$ cat config.mk
export PLATFORM = sky130hd
export DESIGN_NAME = dmx_exec
export DESIGN_NICKNAME = d
export VERILOG_FILES = /design/src/rtl/dmx_pkg.sv /design/src/rtl/dmx_qphase.sv /design/src/rtl/dmx_exec.sv
export SDC_FILE = /design/constraint.sdc
export NUM_CORES = 1
export LEC_CHECK = 0
export BUFFER_PORTS_ARGS = -buffer_cell sky130_fd_sc_hd__buf_2
export CORE_AREA = 2 2 166 119
export CTS_CLUSTER_DIAMETER = 200
export DETAILED_ROUTE_END_ITERATION = 12
export DIE_AREA = 0 0 168 121
export PLACE_DENSITY = 0.66
export SLEW_MARGIN = 5
export SYNTH_ARGS = -nofsm -noshare
export SYNTH_HDL_FRONTEND = slang
export SYNTH_SLANG_ARGS = --single-unit
$ cat constraint.sdc
create_clock -name mclk -period 2 [get_ports mclk]
set_input_delay 0.1 -clock mclk [delete_from_list [all_inputs] [get_ports mclk]]
set_output_delay 0.1 -clock mclk [all_outputs]
set_load 0.005 [all_outputs]
$ cat src/rtl/dmx_pkg.sv
// package for the data-move instruction group
package dmx_pkg;

    // four-phase instruction cycle
    typedef enum logic [1:0] {
        DMX_Q1 = 2'b00,
        DMX_Q2 = 2'b01,
        DMX_Q3 = 2'b10,
        DMX_Q4 = 2'b11
    } dmx_phase_t;

    // multi-word sequencing
    typedef enum logic [1:0] {
        DMX_ST_FIRST = 2'b00,
        DMX_ST_PTR2 = 2'b01,
        DMX_ST_COPY2 = 2'b10
    } dmx_seq_t;

    // opcode prefixes
    localparam logic [5:0] DMX_OP_REG_MOVE = 6'h14;
    localparam logic [6:0] DMX_OP_ACC_STORE = 7'h37;
    localparam logic [3:0] DMX_OP_COPY_SRC = 4'hC;
    localparam logic [3:0] DMX_OP_COPY_DST = 4'hF;
    localparam logic [7:0] DMX_OP_BANK_LOAD = 8'h01;
    localparam logic [7:0] DMX_OP_LIT_ACC = 8'h0E;
    localparam logic [9:0] DMX_OP_PTR_LOAD = 10'h3B8;
    localparam logic [7:0] DMX_OP_PTR_LOAD2 = 8'hF0;

    // field positions
    localparam int DMX_DIR_BIT = 9;
    localparam int DMX_ACCESS_BIT = 8;
    localparam int DMX_PTR_SEL_LSB = 4;

    // addressing
    localparam logic [7:0] DMX_INDEX_MAX = 8'h5F;
    localparam logic [3:0] DMX_ACCESS_HI_PAGE = 4'hF;
    localparam logic [3:0] DMX_ACCESS_LO_PAGE = 4'h0;
    localparam logic [11:0] DMX_ACC_ADDR = 12'hFE8;
    localparam logic [1:0] DMX_PTR_SEL_MAX = 2'h2;
    localparam logic [1:0] DMX_INDEX_PTR = 2'h2;

    // reset values
    localparam logic [7:0] DMX_ACC_RST = 8'h00;
    localparam logic [7:0] DMX_BANK_RST = 8'h00;
    localparam logic [11:0] DMX_PTR_RST = 12'h000;

    // data memory request
    typedef struct packed {
        logic rd;
        logic wr;
        logic [11:0] addr;
        logic [7:0] wdata;
    } dmx_mem_req_t;

    typedef struct packed {
        dmx_seq_t seq;
        logic act;
        logic have2;
        logic [15:0] ir;
        logic [15:0] w2;
        logic [7:0] tmp;
        logic [7:0] acc;
        logic [7:0] bank;
        logic [2:0][11:0] ptr;
        logic flag_n;
        logic flag_z;
        dmx_mem_req_t mem;
        logic done;
        logic bad_word;
    } dmx_state_t;

    typedef struct packed {
        dmx_phase_t phase;
    } dmx_qstate_t;

endpackage

$ cat src/rtl/dmx_qphase.sv
// four-phase instruction cycle sequencer
`timescale 1ns/10ps
`default_nettype none
module dmx_qphase (
    input wire logic mclk,
    input wire logic rst_n,
    output dmx_pkg::dmx_phase_t phase
);
    import dmx_pkg::*;

    dmx_qstate_t q;
    dmx_qstate_t d;

    always_comb begin
        d = q;
        case (q.phase)
            DMX_Q1: d.phase = DMX_Q2;
            DMX_Q2: d.phase = DMX_Q3;
            DMX_Q3: d.phase = DMX_Q4;
            DMX_Q4: d.phase = DMX_Q1;
            default: d.phase = DMX_Q1;
        endcase
    end

    always_ff @(posedge mclk) begin
        if (!rst_n) begin
            q <= '{phase: DMX_Q1};
        end else begin
            q <= d;
        end
    end

    assign phase = q.phase;
endmodule
`default_nettype wire

$ cat src/rtl/dmx_exec.sv
// Function
// - pointer load puts 12-bit literal in pointer 0..2, two words, no flags
// - register move to accumulator (d=0) or back to register; sets sign/zero
// - access bit 0 uses access bank, 1 uses bank selector
// - access 0 with extension on and address at most 95 uses indexed mode
// - 8-bit file field reaches any byte of the selected bank
// - memory copy moves source to destination across 12-bit space, no flags
// - copy is two words, prefixes 1100 source and 1111 destination
// - copy reads in first cycle, writes in second without dummy read
// - copy accepts the accumulator as source or destination
// - bank load takes low nibble, upper bank bits stay zero
// - literal load puts eight-bit literal in accumulator, one cycle, no flags
// - store writes accumulator to file register, one cycle, no flags
`timescale 1ns/10ps
`default_nettype none
module dmx_exec (
    input wire logic mclk,
    input wire logic rst_n,
    input wire logic [15:0] fetch_word,
    input wire logic fetch_valid,
    input wire logic ext_en,
    input wire logic [7:0] dm_rdata,
    output dmx_pkg::dmx_mem_req_t dm_req,
    output dmx_pkg::dmx_phase_t phase,
    output logic [7:0] acc,
    output logic [7:0] bank_sel,
    output logic [11:0] ptr0,
    output logic [11:0] ptr1,
    output logic [11:0] ptr2,
    output logic flag_n,
    output logic flag_z,
    output logic done,
    output logic bad_word
);
    import dmx_pkg::*;

    dmx_state_t q;
    dmx_state_t d;
    logic [11:0] fa;
    logic [7:0] val;
    logic [11:0] dst;

    dmx_qphase u_qphase (
        .mclk(mclk),
        .rst_n(rst_n),
        .phase(phase)
    );

    function automatic logic is_reg_move(input logic [15:0] w);
        return w[15:10] == DMX_OP_REG_MOVE;
    endfunction

    function automatic logic is_store(input logic [15:0] w);
        return w[15:9] == DMX_OP_ACC_STORE;
    endfunction

    function automatic logic is_lit_acc(input logic [15:0] w);
        return w[15:8] == DMX_OP_LIT_ACC;
    endfunction

    function automatic logic is_bank_load(input logic [15:0] w);
        return w[15:8] == DMX_OP_BANK_LOAD;
    endfunction

    // file address from an 8-bit field
    function automatic logic [11:0] file_addr(input logic [15:0] w, input logic [7:0] bk,
                                              input logic [11:0] ip, input logic ext);
        logic [7:0] f;
        f = w[7:0];
        if (w[DMX_ACCESS_BIT]) begin
            return {bk[3:0], f};
        end
        if (ext && f <= DMX_INDEX_MAX) begin
            return ip + {4'h0, f};
        end
        if (f[7]) begin
            return {DMX_ACCESS_HI_PAGE, f};
        end
        return {DMX_ACCESS_LO_PAGE, f};
    endfunction

    assign fa = file_addr(fetch_word, q.bank, q.ptr[DMX_INDEX_PTR], ext_en);
    assign val = (q.mem.addr == DMX_ACC_ADDR) ? q.acc : dm_rdata;
    assign dst = q.w2[11:0];

    always_comb begin
        d = q;
        d.mem.rd = 1'b0;
        d.mem.wr = 1'b0;
        d.done = 1'b0;
        d.bad_word = 1'b0;
        case (phase)
            DMX_Q1: begin
                if (q.seq == DMX_ST_FIRST) begin
                    d.act = fetch_valid;
                    if (fetch_valid) begin
                        d.ir = fetch_word;
                        if (is_reg_move(fetch_word) || is_store(fetch_word)) begin
                            d.mem.addr = fa;
                            d.mem.rd = is_reg_move(fetch_word);
                        end else if (fetch_word[15:12] == DMX_OP_COPY_SRC) begin
                            d.mem.addr = fetch_word[11:0];
                            d.mem.rd = 1'b1;
                        end
                    end
                end else begin
                    // missing second word stretches the op by one more cycle for each Q1 without it
                    d.have2 = fetch_valid;
                    if (fetch_valid) begin
                        d.w2 = fetch_word;
                    end
                end
            end
            DMX_Q2: begin
                if (q.act && (is_reg_move(q.ir) || q.ir[15:12] == DMX_OP_COPY_SRC)) begin
                    d.tmp = val;
                end
            end
            DMX_Q3: begin
                case (q.seq)
                    DMX_ST_FIRST: begin
                        if (q.act) begin
                            d.act = 1'b0;
                            if (is_reg_move(q.ir)) begin
                                d.flag_n = q.tmp[7];
                                d.flag_z = (q.tmp == 8'h00);
                                if (!q.ir[DMX_DIR_BIT] || q.mem.addr == DMX_ACC_ADDR) begin
                                    d.acc = q.tmp;
                                end else begin
                                    d.mem.wr = 1'b1;
                                    d.mem.wdata = q.tmp;
                                end
                                d.done = 1'b1;
                            end else if (is_store(q.ir)) begin
                                if (q.mem.addr != DMX_ACC_ADDR) begin
                                    d.mem.wr = 1'b1;
                                    d.mem.wdata = q.acc;
                                end
                                d.done = 1'b1;
                            end else if (is_lit_acc(q.ir)) begin
                                d.acc = q.ir[7:0];
                                d.done = 1'b1;
                            end else if (is_bank_load(q.ir)) begin
                                d.bank = {4'h0, q.ir[3:0]};
                                d.done = 1'b1;
                            end else if (q.ir[15:12] == DMX_OP_COPY_SRC) begin
                                d.seq = DMX_ST_COPY2;
                            end else if (q.ir[15:6] == DMX_OP_PTR_LOAD) begin
                                if (q.ir[5:4] > DMX_PTR_SEL_MAX) begin
                                    d.bad_word = 1'b1;
                                end else begin
                                    d.ptr[q.ir[5:4]][11:8] = q.ir[3:0];
                                    d.seq = DMX_ST_PTR2;
                                end
                            end
                        end
                    end
                    DMX_ST_PTR2: begin
                        if (q.have2) begin
                            d.seq = DMX_ST_FIRST;
                            if (q.w2[15:8] == DMX_OP_PTR_LOAD2) begin
                                d.ptr[q.ir[5:4]][7:0] = q.w2[7:0];
                                d.done = 1'b1;
                            end else begin
                                d.bad_word = 1'b1;
                            end
                        end
                    end
                    DMX_ST_COPY2: begin
                        if (q.have2) begin
                            d.seq = DMX_ST_FIRST;
                            if (q.w2[15:12] == DMX_OP_COPY_DST) begin
                                // write destination, relies on legal target
                                if (dst == DMX_ACC_ADDR) begin
                                    d.acc = q.tmp;
                                end else begin
                                    d.mem.wr = 1'b1;
                                    d.mem.addr = dst;
                                    d.mem.wdata = q.tmp;
                                end
                                d.done = 1'b1;
                            end else begin
                                d.bad_word = 1'b1;
                            end
                        end
                    end
                    default: d.seq = DMX_ST_FIRST;
                endcase
            end
            default: begin
                d.act = q.act;
            end
        endcase
    end

    always_ff @(posedge mclk) begin
        if (!rst_n) begin
            q <= '{seq: DMX_ST_FIRST, act: 1'b0, have2: 1'b0, ir: 16'h0000, w2: 16'h0000,
                   tmp: 8'h00, acc: DMX_ACC_RST, bank: DMX_BANK_RST,
                   ptr: {DMX_PTR_RST, DMX_PTR_RST, DMX_PTR_RST},
                   flag_n: 1'b0, flag_z: 1'b0,
                   mem: '{rd: 1'b0, wr: 1'b0, addr: 12'h000, wdata: 8'h00},
                   done: 1'b0, bad_word: 1'b0};
        end else begin
            q <= d;
        end
    end

    // outputs straight from state flops
    assign dm_req = q.mem;
    assign acc = q.acc;
    assign bank_sel = q.bank;
    assign ptr0 = q.ptr[0];
    assign ptr1 = q.ptr[1];
    assign ptr2 = q.ptr[2];
    assign flag_n = q.flag_n;
    assign flag_z = q.flag_z;
    assign done = q.done;
    assign bad_word = q.bad_word;
endmodule
`default_nettype wire

==> metrics.cfg <==
[floorplanning]
die_h_um = 121
placementRows = 42
die_area_mm2 = 0.0203
initial_core_util_pct = 34.6
fp.dieW_um = 168
io_pins = 108
core_area_mm2 = 0.0187

[detailed_routing]
drt-total-wl_um = 20900
avgViaCountPerCell = 5.34
dr_total_vias = 6273
routedWlPerCell_um = 17.8
drt-initial-drc-count = 650
drc = 0
first_pass_iters = 5
antenna_left = 0

[global_route]
antenna_found_initial = 0
grt_use_total_pct = 20.5
grt-ovfl-total = 0
grt_pass1_vias = 5765
grt_max_degree = 76
grt_first_pass_wirelength_um = 32200

[synth]
synth_area_leaders = dfxtp_1 (37%), buf_4 (8.6%), nand2_1 (7.1%)
synth.top_cell.area_share_pct = 37.2
yosysTopAreaCell = dfxtp_1
syn_area_mm2 = 0.00646
yosysUniqueCellTypes = 68
synth-edff-count = 0
ys_async_sr_fraction_pct = 0
syn_area_per_cell_um2 = 8.11
yosysWarnings = 0
netlist_instances = 796
ys_ff_latch = 120
synth_seq_area_share_pct = 37.2
synth_ff_type = dfxtp_1

[clocking]
cts_tree = built
clk_transition_reported_paths_ns = 0.06
htreeDepth = 4
root_buffer = clkbuf_16
cts_sinks = 120
cts_buffers = 17
clock_latency_ns = 0.41
cts_buffer_depth = 2

[placement]
io_buffers = 103
hpwl_um = 15100
dp.cells = 1133
routabilityCongestion = 0.917

[status]
outcome = finished with violations
violations = setup timing

[power_and_ir_drop]
p_switching_mw = 1.43
power_density_mw_per_mm2 = 714
peakVddDrop_mv = 0.357
p_comb_share_pct = 8.9
p_int_mw = 4.62
p_leak_nw = 3.41
seqPwrFrac_pct = 41.1
power_mw = 6.05
clkPwrFrac_pct = 50.0
switching_share_pct = 23.6

[sta]
slew_viol_final = 0
finalClockSkew_ns = 0.0102
rsz0062_at_grt = yes
max_freq_mhz = 489
fin_ws_ns = -0.0440
post-route-period-util_pct = 102
finalSetupViolCount = 10
post-route-min-period_ns = 2.04
hold_ws_ns = 0.0211
hold_viol = 0
finalSetupTns_ns = -0.247

[final_layout]
drive_above_1_share_pct = 34.8
final_cell_mix = nand2_1 (118), dfxtp_1 (115), buf_2 (103)
final_util_pct = 45.4
finalNonFillerCells = 1174
diodes = 0
final_net_count = 964
final_common_cell = nand2_1
area_growth_pct = 31.3

[worst_setup_path]
worstPathRequired_ns = 2.30
cp_data_arrival_time_ns = 2.34
worstSetupPathType = reg2reg
cp_max_fo = 2
start_kind = register
cp-end-kind = register

[worst_hold_path]
min_path_type = in2reg

[run]
maxCapViolCount = 0

==> kinds of logic after synthesis <==
group	after synthesis	synth area share [%]
AND/OR/NAND/NOR	296	21.7
flip-flops	120	37.2
XOR/XNOR	6	0.814
buffers and inverters	129	12.1
multiplexers	28	4.42
AO/OA/AOI/OAI	200	20.6
other	1	0.0581
adder cells (fa/ha/maj)	16	3.22
==> worst paths after layout <==
kind,startpoint,endpoint,slack (ns),cells past startpoint
worst max-delay path,dst[2],dm_req[19],-0.04,7
worst min-delay path,dm_rdata[0],q[78],0.02,3
worst max register to register,dst[2],dm_req[19],-0.04,7
worst min register to register,ptr0[6],ptr0[6],0.45,2
==> synth_stat cells (7+ instances only) <==
cell and n:
nand3_1 43, clkbuf_1 31, a21oi_1 53, a31oi_1 7
or3_1 7, a22oi_1 23, nor2_1 60, mux2i_1 24
buf_4 74, nand2_1 122, dfxtp_1 120, ha_1 15
a311oi_1 9, nor3_1 11, o21ai_0 49, a211oi_1 17
inv_1 17
==> power groups by stage <==
| stage | Clock, mW | Sequential (mW) | Combinational [mW] |
|---|---|---|---|
| CTS | 3.07 | 2.48 | 0.508 |
| detailed placement | 0 | 2.53 | 0.485 |
| floorplan | 0 | 2.52 | 0.272 |
| finish | 3.02 | 2.49 | 0.538 |
| global placement | 0 | 2.53 | 0.482 |
| global route | 3.20 | 2.49 | 0.584 |
==> worst max-delay path, stage by stage (launching register included) <==
cell and delay, ns:
dfxtp_2 0.32, or4b_4 0.57, or3_4 0.38, buf_6 0.13, and3_4 0.19, nand3_2 0.07, o21ai_1 0.06, a41o_1 0.22
==> metrics by stage <==
step | worst slack, ns | area (µm²)
after floorplan | -0.0473 | 6500
after CTS | -0.0500 | 8240
after global routing | -0.0932 | 8480
after detailed placement | -0.134 | 7410
final | -0.0440 | 8480
after global placement | -0.0866 | 7410
==> repair_timing <==
action / in CTS / in global routing
buffers inserted: 4 / 4
resized for setup: 37 / 60
endpoints found under the hold margin: 9 / 0
endpoints found under the setup margin: 60 / 70
hold buffers: 5 / 0
pin swaps: 9 / 23
cloned: 1 / 1
==> flip-flops by register name (all words and copies together) (netlist names), 2 cells and up <==
signal / flops
bank_sel: 4
acc: 8
dm_req: 22
ptr1: 12
dst: 12
u_qphase.phase: 2
ptr0: 12
q: 32
ptr2: 12
==> area by class of cell <==
cell class              instances  area (µm²)
repair buffers                214        1460
inverters                      17        66.3
fillers                      1813       10200
flip-flops and latches        120        2410
clock buffers                  21         450
multi-input cells             550        3660
clock inverters                10         128
well taps                     242         303
==> per-layer routing <==
metal	global-route usage, %	share of wire (%)	vias up
li1	-	-	3017
met4	5.16	1.6	0
met1	30.7	49	2951
met5	0	0	-
met3	6.56	9.6	26
met2	28.0	40	279
Note: power is estimated with default switching activity, not from simulation.
